[src/lds_pkg.sv]
// package of constants for the led driver serial slave port
package lds_pkg;
  localparam logic [4:0] DEV_ADDR_HI = 5'h0A;
  localparam logic [7:0] SECTION_SEL_OFS = 8'hFD;
  localparam logic [7:0] SECTION_CTRL = 8'h0B;
  localparam logic [7:0] SECTION_RESET = 8'h00;
  localparam logic [7:0] SHUTDOWN_CTRL_OFS = 8'h0A;
  localparam logic [7:0] SHUTDOWN_CTRL_RESET = 8'h00;
  localparam int SHUTDOWN_RUN_BIT = 0;
  localparam logic [7:0] CTRL_RESET = 8'h00;
  localparam int CTRL_WORDS = 32;
  localparam int CTRL_AW = 5;
  localparam int SCL_MAX_KHZ = 1000;
  localparam int CLK_MHZ = 125;
  localparam logic [3:0] BIT_LAST = 4'h7;
  localparam logic [3:0] BIT_ACK = 4'h8;
  typedef enum logic [5:0] {
    ST_IDLE = 6'b000001,
    ST_ADDR = 6'b000010,
    ST_ADDR_ACK = 6'b000100,
    ST_RX = 6'b001000,
    ST_TX = 6'b010000,
    ST_IGNORE = 6'b100000
  } lds_state_e;
endpackage

[src/lds_ctrl_ram.sv]
// small register memory holding the control register bank
`timescale 1ns/10ps
module lds_ctrl_ram
  import lds_pkg::*;
(
  input wire logic core_clk,
  input wire logic reset_n,
  input wire logic wr_en,
  input wire logic [CTRL_AW-1:0] wr_addr,
  input wire logic [7:0] wr_data,
  input wire logic [CTRL_AW-1:0] rd_addr,
  output logic [7:0] rd_data_ff
);
  logic [7:0] mem_ff [CTRL_WORDS];

  // defaults loaded on reset
  always_ff @(posedge core_clk) begin
    if (!reset_n) begin
      for (int i = 0; i < CTRL_WORDS; i++) begin
        mem_ff[i] <= CTRL_RESET;
      end
    end else if (wr_en) begin
      mem_ff[wr_addr] <= wr_data;
    end
  end

  always_ff @(posedge core_clk) begin
    if (!reset_n) begin
      rd_data_ff <= CTRL_RESET;
    end else begin
      rd_data_ff <= mem_ff[rd_addr];
    end
  end
endmodule

[src/lds_serial_slave.sv]
// two-wire serial slave port with register access and shutdown control
// Summary of operation
// - slave only, clock up to 1MHz
// - data stable while clock high
// - sda fall with scl high starts
// - sda rise with scl high stops
// - any number of bytes accepted
// - eight bits then ninth ack pulse
// - ack holds sda low whole high
// - release sda after master nack
// - ack address and every written byte
// - repeated start restarts address phase
// - address compared by hardware
// - lsb one reads, zero writes
// - address bits 1,2 from straps
// - ack matching address on ninth pulse
// - section select at 253, 11 control
// - reset loads defaults, enters shutdown
// - shutdown register halts display logic
// - shutdown pin forces full shutdown
`timescale 1ns/10ps
module lds_serial_slave
  import lds_pkg::*;
(
  input wire logic core_clk,
  input wire logic reset_n,
  input wire logic scl_in,
  input wire logic sda_in,
  output logic sda_out,
  output logic sda_oe,
  input wire logic addr_strap_low,
  input wire logic addr_strap_high,
  input wire logic hw_shutdown_n,
  output logic display_run,
  output logic por_enable,
  output logic [7:0] section_sel
);
  logic [1:0] scl_sync_ff, sda_sync_ff, strap0_sync_ff, strap1_sync_ff, hwsd_sync_ff;
  logic scl_d_ff, sda_d_ff;
  lds_state_e state_ff, nxt_state;
  logic [3:0] bit_cnt_ff;
  logic [7:0] shift_ff;
  logic [7:0] reg_ptr_ff;
  logic ptr_loaded_ff;
  logic read_ff;
  logic ack_drive_ff;
  logic tx_drive_ff;
  logic master_nack_ff;
  logic [7:0] section_ff;
  logic [7:0] shutdown_ff;
  logic [1:0] strap_ff;
  logic [7:0] ram_rd;
  logic scl_rise, scl_fall, start_det, stop_det;
  logic byte_done, ram_wr;
  logic ack_end, tx_load, addr_hit;
  logic [7:0] rx_byte, tx_byte;

  function automatic logic is_ctrl_addr(input logic [7:0] a);
    return a < 8'(CTRL_WORDS);
  endfunction

  // reads beyond the control bank return zero
  function automatic logic [7:0] tx_source(input logic [7:0] ptr, input logic [7:0] rd);
    return is_ctrl_addr(ptr) ? rd : 8'h00;
  endfunction

  // upper bits fixed, bits 2:1 from the straps
  function automatic logic addr_match(input logic [6:0] a, input logic [1:0] s);
    return a == {DEV_ADDR_HI, s};
  endfunction

  // two-flop synchronisers for the bus pins
  always_ff @(posedge core_clk) begin
    if (!reset_n) begin
      scl_sync_ff <= 2'h3;
      sda_sync_ff <= 2'h3;
    end else begin
      scl_sync_ff <= {scl_sync_ff[0], scl_in};
      sda_sync_ff <= {sda_sync_ff[0], sda_in};
    end
  end

  // two-flop synchronisers for the static pins
  always_ff @(posedge core_clk) begin
    if (!reset_n) begin
      strap0_sync_ff <= 2'h0;
      strap1_sync_ff <= 2'h0;
      hwsd_sync_ff <= 2'h3;
    end else begin
      strap0_sync_ff <= {strap0_sync_ff[0], addr_strap_low};
      strap1_sync_ff <= {strap1_sync_ff[0], addr_strap_high};
      hwsd_sync_ff <= {hwsd_sync_ff[0], hw_shutdown_n};
    end
  end

  // delayed bus levels for edge and condition detection
  always_ff @(posedge core_clk) begin
    if (!reset_n) begin
      scl_d_ff <= 1'b1;
      sda_d_ff <= 1'b1;
    end else begin
      scl_d_ff <= scl_sync_ff[1];
      sda_d_ff <= sda_sync_ff[1];
    end
  end

  always_ff @(posedge core_clk) begin
    if (!reset_n) begin
      strap_ff <= 2'h0;
    end else begin
      strap_ff <= {strap1_sync_ff[1], strap0_sync_ff[1]};
    end
  end

  assign scl_rise = scl_sync_ff[1] && !scl_d_ff;
  assign scl_fall = !scl_sync_ff[1] && scl_d_ff;
  assign start_det = scl_sync_ff[1] && scl_d_ff && sda_d_ff && !sda_sync_ff[1];
  assign stop_det = scl_sync_ff[1] && scl_d_ff && !sda_d_ff && sda_sync_ff[1];
  assign byte_done = scl_rise && (bit_cnt_ff == BIT_LAST);
  // falling clock that ends the acknowledge slot
  assign ack_end = scl_fall && (bit_cnt_ff == BIT_ACK);
  // a byte is fetched for every transmit slot, the first one included
  assign tx_load = ack_end && (nxt_state == ST_TX);
  assign rx_byte = {shift_ff[6:0], sda_sync_ff[1]};
  assign tx_byte = tx_source(reg_ptr_ff, ram_rd);
  assign addr_hit = addr_match(shift_ff[6:0], strap_ff);

  // bit counter: 0..7 data, 8 acknowledge slot
  always_ff @(posedge core_clk) begin
    if (!reset_n) begin
      bit_cnt_ff <= 4'h0;
    end else if (start_det) begin
      // the falling clock that closes a start must not count as a bit
      bit_cnt_ff <= BIT_ACK;
    end else if (stop_det) begin
      bit_cnt_ff <= 4'h0;
    end else if (scl_fall) begin
      bit_cnt_ff <= (bit_cnt_ff == BIT_ACK) ? 4'h0 : bit_cnt_ff + 4'h1;
    end
  end

  // sample on rising clock, shift out on falling clock for reads
  always_ff @(posedge core_clk) begin
    if (!reset_n) begin
      shift_ff <= 8'h00;
    end else if (scl_rise && bit_cnt_ff != BIT_ACK && state_ff != ST_TX) begin
      shift_ff <= rx_byte;
    end else if (tx_load) begin
      shift_ff <= tx_byte;
    end else if (state_ff == ST_TX && scl_fall && bit_cnt_ff != BIT_ACK) begin
      shift_ff <= {shift_ff[6:0], 1'b1};
    end
  end

  always_comb begin
    nxt_state = state_ff;
    case (state_ff)
      ST_IDLE: nxt_state = ST_IDLE;
      ST_ADDR: begin
        if (byte_done) begin
          if (addr_hit) begin
            nxt_state = ST_ADDR_ACK;
          end else begin
            nxt_state = ST_IGNORE;
          end
        end
      end
      ST_ADDR_ACK: begin
        if (scl_fall && bit_cnt_ff == BIT_ACK) begin
          nxt_state = read_ff ? ST_TX : ST_RX;
        end
      end
      ST_RX: nxt_state = ST_RX;
      ST_TX: begin
        if (scl_fall && bit_cnt_ff == BIT_ACK && master_nack_ff) begin
          nxt_state = ST_IGNORE;
        end
      end
      ST_IGNORE: nxt_state = ST_IGNORE;
      default: nxt_state = ST_IDLE;
    endcase
    if (start_det) begin
      nxt_state = ST_ADDR;
    end else if (stop_det) begin
      nxt_state = ST_IDLE;
    end
  end

  always_ff @(posedge core_clk) begin
    if (!reset_n) begin
      state_ff <= ST_IDLE;
    end else begin
      state_ff <= nxt_state;
    end
  end

  // direction bit caught with the address byte
  always_ff @(posedge core_clk) begin
    if (!reset_n) begin
      read_ff <= 1'b0;
    end else if (state_ff == ST_ADDR && byte_done) begin
      read_ff <= sda_sync_ff[1];
    end
  end

  always_ff @(posedge core_clk) begin
    if (!reset_n) begin
      master_nack_ff <= 1'b0;
    end else if (state_ff == ST_TX && scl_rise && bit_cnt_ff == BIT_ACK) begin
      master_nack_ff <= sda_sync_ff[1];
    end
  end

  // first written byte is the register pointer, later bytes are data
  always_ff @(posedge core_clk) begin
    if (!reset_n) begin
      ptr_loaded_ff <= 1'b0;
      reg_ptr_ff <= 8'h00;
    end else if (start_det) begin
      ptr_loaded_ff <= 1'b0;
    end else if (state_ff == ST_RX && byte_done) begin
      if (!ptr_loaded_ff) begin
        ptr_loaded_ff <= 1'b1;
        reg_ptr_ff <= rx_byte;
      end else begin
        reg_ptr_ff <= reg_ptr_ff + 8'h01;
      end
    end else if (tx_load) begin
      // advance on each fetch so the next fetch reads the following word
      reg_ptr_ff <= reg_ptr_ff + 8'h01;
    end
  end

  assign ram_wr = state_ff == ST_RX && byte_done && ptr_loaded_ff && section_ff == SECTION_CTRL
                  && is_ctrl_addr(reg_ptr_ff);

  // section select holds until rewritten
  always_ff @(posedge core_clk) begin
    if (!reset_n) begin
      section_ff <= SECTION_RESET;
    end else if (state_ff == ST_RX && byte_done && ptr_loaded_ff && reg_ptr_ff == SECTION_SEL_OFS) begin
      section_ff <= rx_byte;
    end
  end

  // shutdown register, cleared by reset so the device starts shut down
  always_ff @(posedge core_clk) begin
    if (!reset_n) begin
      shutdown_ff <= SHUTDOWN_CTRL_RESET;
    end else if (ram_wr && reg_ptr_ff == SHUTDOWN_CTRL_OFS) begin
      shutdown_ff <= rx_byte;
    end
  end

  // ack drive for address and received bytes
  always_ff @(posedge core_clk) begin
    if (!reset_n) begin
      ack_drive_ff <= 1'b0;
    end else if (start_det || stop_det) begin
      ack_drive_ff <= 1'b0;
    end else if (scl_fall && bit_cnt_ff == BIT_LAST && (nxt_state == ST_ADDR_ACK || state_ff == ST_RX)) begin
      ack_drive_ff <= 1'b1;
    end else if (scl_fall && bit_cnt_ff == BIT_ACK) begin
      ack_drive_ff <= 1'b0;
    end
  end

  // transmit drive: low only for zero data bits, released on ack slot
  always_ff @(posedge core_clk) begin
    if (!reset_n) begin
      tx_drive_ff <= 1'b0;
    end else if (start_det || stop_det || nxt_state != ST_TX) begin
      tx_drive_ff <= 1'b0;
    end else if (tx_load) begin
      tx_drive_ff <= !tx_byte[7];
    end else if (scl_fall && bit_cnt_ff == BIT_LAST) begin
      tx_drive_ff <= 1'b0;
    end else if (scl_fall) begin
      tx_drive_ff <= !shift_ff[6];
    end
  end

  lds_ctrl_ram u_ram (
    .core_clk(core_clk),
    .reset_n(reset_n),
    .wr_en(ram_wr),
    .wr_addr(reg_ptr_ff[CTRL_AW-1:0]),
    .wr_data(rx_byte),
    .rd_addr(reg_ptr_ff[CTRL_AW-1:0]),
    .rd_data_ff(ram_rd)
  );

  // open drain: only ever pulls low, never drives the clock
  assign sda_out = 1'b0;
  assign sda_oe = ack_drive_ff || tx_drive_ff;
  assign display_run = shutdown_ff[SHUTDOWN_RUN_BIT] && hwsd_sync_ff[1];
  assign por_enable = hwsd_sync_ff[1];
  assign section_sel = section_ff;
endmodule

[config.mk]
export PLATFORM = sky130hd
export DESIGN_NAME = lds_serial_slave
export DESIGN_NICKNAME = d
export VERILOG_FILES = /design/src/lds_pkg.sv /design/src/lds_ctrl_ram.sv /design/src/lds_serial_slave.sv
export SDC_FILE = /design/constraint.sdc
export NUM_CORES = 1
export LEC_CHECK = 0
export BUFFER_PORTS_ARGS = -buffer_cell sky130_fd_sc_hd__buf_2
export CORE_AREA = 2 2 157 159
export DETAILED_ROUTE_END_ITERATION = 10
export DIE_AREA = 0 0 159 161
export PLACE_DENSITY = 0.79
export SLEW_MARGIN = 15
export SYNTH_ARGS = -nofsm -noshare
export SYNTH_HDL_FRONTEND = slang
export SYNTH_HIERARCHICAL = 1
export SYNTH_SLANG_ARGS = --single-unit
[constraint.sdc]
create_clock -name core_clk -period 4.9 [get_ports core_clk]
set_input_delay 0.245 -clock core_clk [delete_from_list [all_inputs] [get_ports core_clk]]
set_output_delay 0.245 -clock core_clk [all_outputs]
set_load 0.02 [all_outputs]
Yosys cells after proc, flatten, opt, wreduce, memory -nomap -nowiden
Memories as Yosys holds them, arrays and structs flattened. A register that Yosys moved wholly into a read port is not among the register bits. Index checks and enable logic that the tools add are counted.

Add/sub/neg operators: 2. Magnitude comparators: 1. Equal/unequal tests: 16. Mux-type cells: 31. Bitwise logic cells: 2. Reductions and logical operators: 49.

Operators with widths (count): two-way mux 8 bit (5); two-way mux 6 bit (6); case mux 6 bit (5 select lines) (1); logical AND 1 bit (27); two-way mux 7 bit (3); == test 8 x 4 -> 1 bit, second input constant (2); two-way mux 4 bit (4); == test 6 x 3 -> 1 bit, second input constant (2); == test 6 x 5 -> 1 bit, second input constant (2); != test 6 x 5 -> 1 bit, second input constant (2); two-way mux 1 bit (10); two-way mux 5 bit (2); nonzero test 3 bit (3); adder 8 x 1 -> 8 bit, second input constant (1); == test 8 bit, second input constant (1); < comparator 8 x 6 -> 1 bit, second input constant (1); OR reduction 8 bit (1); == test 7 x 6 -> 1 bit (1); zero test 1 bit (7); == test 6 x 2 -> 1 bit, second input constant (1); == test 6 x 4 -> 1 bit, second input constant (1); == test 6 bit, second input constant (1); OR reduction 2 bit (3); adder 4 x 1 -> 4 bit, second input constant (1); other kinds (8) (13).

Bits in registers: 53. Memory bits (writable): 256. Input port bits: 7. Output and inout port bits: 12. Logic and storage cells: 122. Memories: 1.

Memory list: u_ram.mem_ff (words 32, width 8, read ports 1, clocked after memory_dff 1, wr ports 32, RTL line lds_ctrl_ram.sv:14) `logic [7:0] mem_ff [CTRL_WORDS];`.

Logic depth before layout (Yosys ltp)
Gate-level depths: netlist of run 1.

Depth in word-level cells: 12. Depth in mapped cells: 12. Gate-level depth less buffers: 9.

Hierarchy
The synthesis of run 1 kept the hierarchy.

By module, submodules not included: lds_ctrl_ram (times used 1, cells an instance 796, area each 12097.9 sq um, seq. area each 7847.5 sq um); lds_serial_slave (times used 1, cells an instance 315, area each 2767.7 sq um, seq. area each 1061.0 sq um).

Worst setup path before layout of run 1
No wires, ideal clock.

Kind: reg-to-reg. From: register state_ff[5]. To: memory u_ram.mem_ff[28][0], enable pin. Data arrival time: 3.257 ns. Data required time: 4.516 ns. Setup slack: 1.259 ns. Cell stages (with the launch flop): 12. Buffers on the path: 4. Cells stage by stage: dfxtp_1 -> or4_4 -> buf_6 -> nor4_4 -> buf_4 -> nand2_1 -> nor4_2 -> nand2_1 -> or3_1 -> clkbuf_1 -> clkbuf_1 -> o21ai_0.

RTL lines: from (decl) (RTL line lds_serial_slave.sv:40) `lds_state_e state_ff, nxt_state;`; from (signal assigned) (RTL line lds_serial_slave.sv:193) `state_ff <= nxt_state;`; to (decl) (RTL line lds_ctrl_ram.sv:14).

==> key figures, run 1 <==
Clocking
  – Clock Latency Late Sink: 0.50 ns
  – Post-CTS resize count: 0
  – CTS tree: done
  – Root buffer cell: clkbuf_16
  – Clock transition at path regs: roughly 0.06 ns
  – CTS Sinks: between 300 and 400
  – Clock Tree Buf Depth: 3
  – H-tree level count: 2
  – TritonCTS buffer count: 34

Synthesis
  – Synth Area in Simple Gates: 18.7%
  – Mapped Area: ~15000 sq um
  – Syn_nets: roughly 1100
  – Largest cells by area after synthesis: edfxtp_1, and2_1, dfxtp_1
  – Share of the yosys chip area belonging to registers: ~60%
  – Synth warnings: 6
  – Leading area contributor after synthesis: edfxtp_1
  – Mux contribution to synthesized area: 11.9%
  – Fraction of registers with async set/reset: 0%
  – Top cell type's share of synthesized area: between 50% and 60%
  – Number of synthesized flops with an enable pin: 256
  – Post-Synth Adder-Cell Area: less than 1%
  – Yosys cell types: 72
  – Ys flop type: edfxtp_1
  – Mean post-synth cell area: 13.4 sq um
  – Post-synthesis xor/xnor area fraction: less than 1%
  – Synth Area in Compound Gates: under 10%
  – Main combinational cell family by area after synthesis: simple AND/OR/NAND/NOR gates
  – Synth Instances: 1111
  – #FFs+latches synth: ~320

Detailed routing
  – Antenna Violating Nets Remaining: 0
  – DR vias: around 9200
  – Detailed Route WL: ~34 mm
  – Vias per cell: around 6.2
  – DRC Markers: 0
  – DR iter-0 viols: 1130
  – Number of iterations in the first detailed-routing pass: 7
  – Avg WL per Cell: 22.8 microns

Outcome
  – Outcome: complete, no violations

Die
  – Core ar.: 24000 sq um
  – I/O pins: 19
  – Rows: 57
  – Starting Density: between 60% and 70%
  – Die area: around 26000 sq um
  – Die W: approximately 160 microns
  – Die height: 161 microns

GRT
  – Initial antenna violation count: 0
  – Largest net degree at the start of global routing: 52
  – Vias in the first global route: approximately 9000
  – Total grt overflow: 0
  – First-pass GRT wire length: about 53 mm
  – GRT Overall Usage: 26.7%

Worst setup path
  – Startpoint Class: register
  – Most used cell, CP: nand2_1
  – Critical path, cell by cell: or4_4 > nor4_4 > nand2_1 > nor4_2 > nand2_1 > or3_1 > o21ai_0 > buf_4
  – CP arrival: 4.35 ns
  – Critical Path RT: 5.12 ns
  – Crit path max fanout: 11
  – CP peak stage delay: ~0.63 ns
  – Crit path from: state_ff[5]$_SDFF_PN0_
  – R2r startpoint: state_ff[5]$_SDFF_PN0_
  – Crit path kind: reg2reg
  – Setup crit end kind: register
  – Slowest CP cell: or4_4

Cells and area
  – Fin nets: ~1200
  – # diodes: 0
  – FILL cells: 1685
  – Area growth syn-to-layout: 10.8%
  – Layout cells sized above 1: 17.2%

Timing
  – Slew headroom: 25.7%
  – Setup_tns: 0 ns
  – Fin. Hold Viols: 0
  – Final worst path period need: a little over 4 ns
  – Worst Clk Skew: 0.0137 ns
  – Setup Viol. Count Final: 0
  – RSZ-0062 raised after global routing: no
  – Max frequency: between 200 and 250 MHz
  – Worst Tran Pin Value: about 1.1 ns
  – Max Transition Viols Final: 0
  – Crit share post-route: 84.3%

Placement
  – GPL Wtd Cong: between 0.8 and 0.9
  – DPL Wire Length: 20.9 mm
  – IO buf count: 17

Power
  – PwrDens: about 350 nW/um^2
  – Pleak: 5.59 nW
  – Max IR drop VDD: about 0.29 mV
  – Final Power: between 0.005 and 0.006 W

Worst hold path
  – Worst Hold Class: in2reg
  – Hold path start: reset_n

Job
  – Maximum Capacitance Violations: 0
[stage by stage]
stage | std cells | hold slack [ns] | worst slack (ns) | util, % | instance area (sq um)
global route | 1487 | 0.416 | 0.527 | 68.7 | 16500
finish | 1487 | 0.394 | 0.767 | 68.7 | 16500
detailed placement | 1423 | 0.397 | 0.867 | 64.0 | 15300
floorplan | 1111 | 0.346 | 1.26 | - | 14900
global placement | 1423 | 0.389 | 1.02 | 64.0 | 15300
CTS | 1487 | 0.393 | 0.835 | 68.7 | 16500
[layout by cell type, fill, tap and decap left out, drive strengths merged, types with 18 or more instances in the layout]
cell type / instances
mux4: 56
o21ai: 47
dfxtp: 61
and2: 271
a21oi: 18
nor2: 66
clkbuf: 42
buf: 65
mux2i: 28
nand2: 26
edfxtp: 256
[cells by family (layout without fill, tap and decap cells)]
family / Yosys count / in the layout
compound gates: 130 / 130
buf+inv: 92 / 144
other cells: 1 / 1
xor+xnor: 4 / 4
fa+ha+maj: 5 / 5
simple gates: 462 / 462
mux: 100 / 100
flops: 317 / 317
[synth_stat cells (16+ instances only)]
| cell | instances |
|---|---|
| mux4_2 | 43 |
| and2_1 | 270 |
| a21oi_1 | 17 |
| edfxtp_1 | 256 |
| clkbuf_1 | 47 |
| o21ai_0 | 42 |
| mux2i_1 | 28 |
| nand2b_1 | 17 |
| nand2_1 | 26 |
| nor2_1 | 64 |
| mux2_2 | 16 |
| dfxtp_1 | 61 |
[layout make-up]
cell class,instances,area (sq um),area share [%]
inverter,15,56.3,0.342
timing repair buffer,70,495,3.01
tap,324,405,2.46
sequential,317,8920,54.2
multi-input combinational,702,5510,33.5
clock inverter,17,164,0.996
clock buffer,42,912,5.54
[worst paths after layout]
kind,to,slack [ns],cells after the start
worst min-delay path,u_ram/rd_data_ff[6]$_SDFF_PN0_,0.39,3
worst max register to register,u_ram/mem_ff[20][5]$_SDFFCE_PN0P_,0.77,8
worst min register to register,scl_sync_ff[1]$_SDFF_PN1_,0.41,1
worst max-delay path,u_ram/mem_ff[20][5]$_SDFFCE_PN0P_,0.77,8
[state kept, by name, indices dropped and copies added, names as in the netlist, 2 cells and up]
name / flops
bit_cnt_ff: 4
u_ram/mem_ff: 256
strap0_sync_ff: 2
reg_ptr_ff: 8
section_sel: 8
scl_sync_ff: 2
u_ram/rd_data_ff: 8
strap_ff: 2
sda_sync_ff: 2
shift_ff: 7
strap1_sync_ff: 2
state_ff: 6
hwsd_sync_ff: 2
[layer usage]
metal | vias to the layer above | part of all wire [%] | global-route usage (%)
met3 | 54 | 7.3 | 3.98
li1 | 4162 | - | -
met4 | 0 | 2.1 | 6.98
met5 | - | 0 | 0
met2 | 414 | 49 | 44.1
met1 | 4599 | 42 | 38.0
[power breakdown]
| group | total [W] | leakage [nW] | internal (W) | switching [W] |
|---|---|---|---|---|
| sequential | 0.00306 | 2.93 | 0.00302 | 0.0000473 |
| clock | 0.00248 | 0.525 | 0.00148 | 0.00100 |
| combinational | 0.000189 | 2.13 | 0.0000791 | 0.000110 |
[critical path: cells and delay by family, from the launching register on]
family                 cells  cell delay, ns
and+or+nand+nor            6            2.67
buffers and inverters      1            0.26
DFF                        1            0.34
AOI/OAI and AO/OA          1            0.57
[repair_timing]
action,in CTS,in global routing
buffers inserted,0,0
setup endpoints to repair,0,0
hold endpoints to repair,5,0
hold buffers,5,0
Note: power is estimated with default switching activity, not from simulation.
==> run 2: changes to the inputs <==
- clock period: 4.9 -> 4 ns (I/O delays scaled with it)
==> key figures, run 2 (synthesized netlist as in run 1, its figures left out) <==
Power
  – Max IR drop VDD: 0.334 mV (was 0.289 mV)
  – Int Power: 0.00560 W (was 0.00458 W)
  – PwrDens: 426 nW/um^2 (was 348 nW/um^2)
  – Switching pwr: 0.00145 W (was 0.00116 W)
  – Logic gate share of total power: 3.4% (was 3.3%)
  – Sequential share of power: 53.1% (was 53.4%)
  – Clock power frac: 43.4% (was 43.3%)
  – Sw frac: 20.5% (was 20.2%)
  – Pleak: 5.62 nW (was 5.59 nW)

Timing
  – Slew headroom: 29.0% (was 25.7%)
  – Final worst path period need: 3.55 ns (was 4.13 ns)
  – Max Transition Viols Final: 0 (unchanged)
  – Max frequency: 282 MHz (was 242 MHz)
  – Setup_tns: 0 ns (unchanged)
  – Crit share post-route: 88.7% (was 84.3%)
  – Setup Viol. Count Final: 0 (unchanged)
  – Fin. Hold Viols: 0 (unchanged)
  – RSZ-0062 raised after global routing: no (unchanged)
  – Worst Clk Skew: 0.0226 ns (was 0.0137 ns)
  – Worst Tran Pin Value: 1.06 ns (was 1.11 ns)

Cells and area
  – Max FFs per register: 256 (unchanged)
  – Post-layout util: 69.0% (was 68.7%)
  – Most common cell after layout, fill and taps aside: and2_1 (unchanged)
  – Most frequent cells in the layout: and2_1, edfxtp_1, nor2_1 (unchanged)
  – Area growth syn-to-layout: 11.3% (was 10.8%)
  – Largest Register: u_ram/mem_ff (unchanged)
  – Fin area: 16500 sq um (about the same)
  – Fin nets: 1158 (was 1152)
  – Layout cells sized above 1: 17.6% (was 17.2%)

Detailed routing
  – Met2 wire length: 16.6 mm (about the same)
  – Top sig layer: met4 (unchanged)
  – Detailed Route WL: 33.7 mm (was 33.9 mm)
  – Routed wl met3: 2.53 mm (was 2.48 mm)
  – Avg WL per Cell: 22.5 microns (was 22.8 microns)
  – Number of iterations in the first detailed-routing pass: 5 (was 7)
  – Vias per cell: 6.17 (was 6.21)
  – DR iter-0 viols: 1036 (was 1130)
  – DRC Markers: 0 (unchanged)
  – Antenna Violating Nets Remaining: 0 (unchanged)
  – Met1 Wirelength: 13.5 mm (was 14.1 mm)
  – DR vias: 9231 (was 9229)

Worst setup path
  – Critical Path End: u_ram/mem_ff[10][7]$_SDFFCE_PN0P_ (was u_ram/mem_ff[20][5]$_SDFFCE_PN0P_)
  – Crit path from: bit_cnt_ff[0]$_SDFFE_PP0N_ (was state_ff[5]$_SDFF_PN0_)
  – Startpoint Class: register (unchanged)
  – Worst r2r path cells: 8 (unchanged)
  – Reg-to-reg endpoint: u_ram/mem_ff[10][7]$_SDFFCE_PN0P_ (was u_ram/mem_ff[20][5]$_SDFFCE_PN0P_)
  – R2R Setup Slk: 0.45 ns (was 0.77 ns)
  – R2r startpoint: bit_cnt_ff[0]$_SDFFE_PP0N_ (was state_ff[5]$_SDFF_PN0_)
  – Critical Path RT: 4.22 ns (was 5.12 ns)
  – Crit path max fanout: 6 (was 11)
  – Crit path kind: reg2reg (unchanged)
  – Setup crit end kind: register (unchanged)
  – CP arrival: 3.77 ns (was 4.35 ns)

Die
  – Die W: 159 microns (unchanged)
  – Die area: 25600 sq um (unchanged)
  – Rows: 57 (unchanged)
  – I/O pins: 19 (unchanged)
  – Starting Density: 62.0% (unchanged)
  – Die height: 161 microns (unchanged)
  – Core ar.: 24000 sq um (unchanged)

Clocking
  – H-tree level count: 2 (unchanged)
  – Clock Tree Buf Depth: 3 (unchanged)
  – CTS tree: done (unchanged)
  – Root buffer cell: clkbuf_16 (unchanged)
  – Clock Latency Late Sink: 0.52 ns (was 0.50 ns)
  – Post-CTS resize count: 0 (unchanged)
  – TritonCTS buffer count: 34 (unchanged)
  – Clock transition at path regs: 0.06 ns (about the same)
  – CTS Sinks: 317 (unchanged)

Placement
  – DPL Wire Length: 20.5 mm (was 20.9 mm)
  – GPL Wtd Cong: 0.828 (was 0.839)
  – DP Area: 15400 sq um (was 15300 sq um)
  – IO buf count: 17 (unchanged)

GRT
  – Initial antenna violation count: 1 (was 0)
  – Total grt overflow: 0 (unchanged)
  – First-pass GRT wire length: 52.3 mm (was 52.6 mm)
  – GRT Overall Usage: 26.7% (about the same)
  – Largest net degree at the start of global routing: 58 (was 52)
  – Vias in the first global route: 9076 (was 8941)

Worst hold path
  – Worst Hold Class: in2reg (unchanged)

Outcome
  – Outcome: complete, no violations (unchanged)

Job
  – Maximum Capacitance Violations: 0 (unchanged)
run 2: stage by stage:
stage | total power [W] | setup WS [ns] | cells | hold WS, ns
after floorplan | 0.00394 | 0.359 | 1111 | 0.301
after global placement | 0.00403 | 0.667 | 1429 | 0.380
after detailed placement | 0.00405 | 0.642 | 1429 | 0.390
after CTS | 0.00709 | 0.573 | 1496 | 0.171
after global routing | 0.00726 | 0.298 | 1496 | 0.192
final | 0.00705 | 0.453 | 1497 | 0.193
run 2: power by group through the flow:
stage	logic (W)	clock network [W]	registers, W
global placement	0.000227	0	0.00381
CTS	0.000239	0.00310	0.00375
floorplan	0.000147	0	0.00379
finish	0.000241	0.00306	0.00375
detailed placement	0.000233	0	0.00382
global route	0.000256	0.00324	0.00376
run 2: layout make-up:
class | count | area (sq um)
clock buffer | 42 | 902
tap | 324 | 405
antenna | 1 | 2.50
multi-input combinational | 702 | 5510
clock inverter | 20 | 193
fill | 1665 | 7420
sequential | 317 | 8920
inverter | 15 | 56.3
timing repair buffer | 76 | 553
run 2: what timing repair did:
action                                 CTS  global route
hold buffers                             5             0
setup buffers                            0             0
endpoints found under the hold margin    5             0
run 2: critical path, cell delays in order (launching register included):
cell and delay, ns:
dfxtp_1 0.42, ha_1 0.23, nand3b_1 0.26, nor4_4 0.36, nand2_1 0.14, nor4_2 0.50
nand4b_1 0.41, o21ai_0 0.67, buf_4 0.26
run 2: worst min path at each step:
stage | endpoint | cells past startpoint | from | slack (ns)
2_1_floorplan | hwsd_sync_ff[0]$_SDFF_PN1_ | 1 | hw_shutdown_n | 0.30
3_3_place_gp | hwsd_sync_ff[0]$_SDFF_PN1_ | 2 | hw_shutdown_n | 0.38
3_5_place_dp | scl_sync_ff[0]$_SDFF_PN1_ | 2 | scl_in | 0.39
4_1_cts | strap1_sync_ff[1]$_SDFF_PN0_ | 2 | reset_n | 0.17
5_1_grt | strap1_sync_ff[1]$_SDFF_PN0_ | 2 | reset_n | 0.19
6_report | strap1_sync_ff[1]$_SDFF_PN0_ | 2 | reset_n | 0.19
run 2: routing by layer:
metal | vias to the layer above | track usage, %
li1 | 4185 | -
met1 | 4571 | 36.0
met2 | 397 | 44.3
met3 | 78 | 4.85
met4 | 0 | 9.71
met5 | - | 0
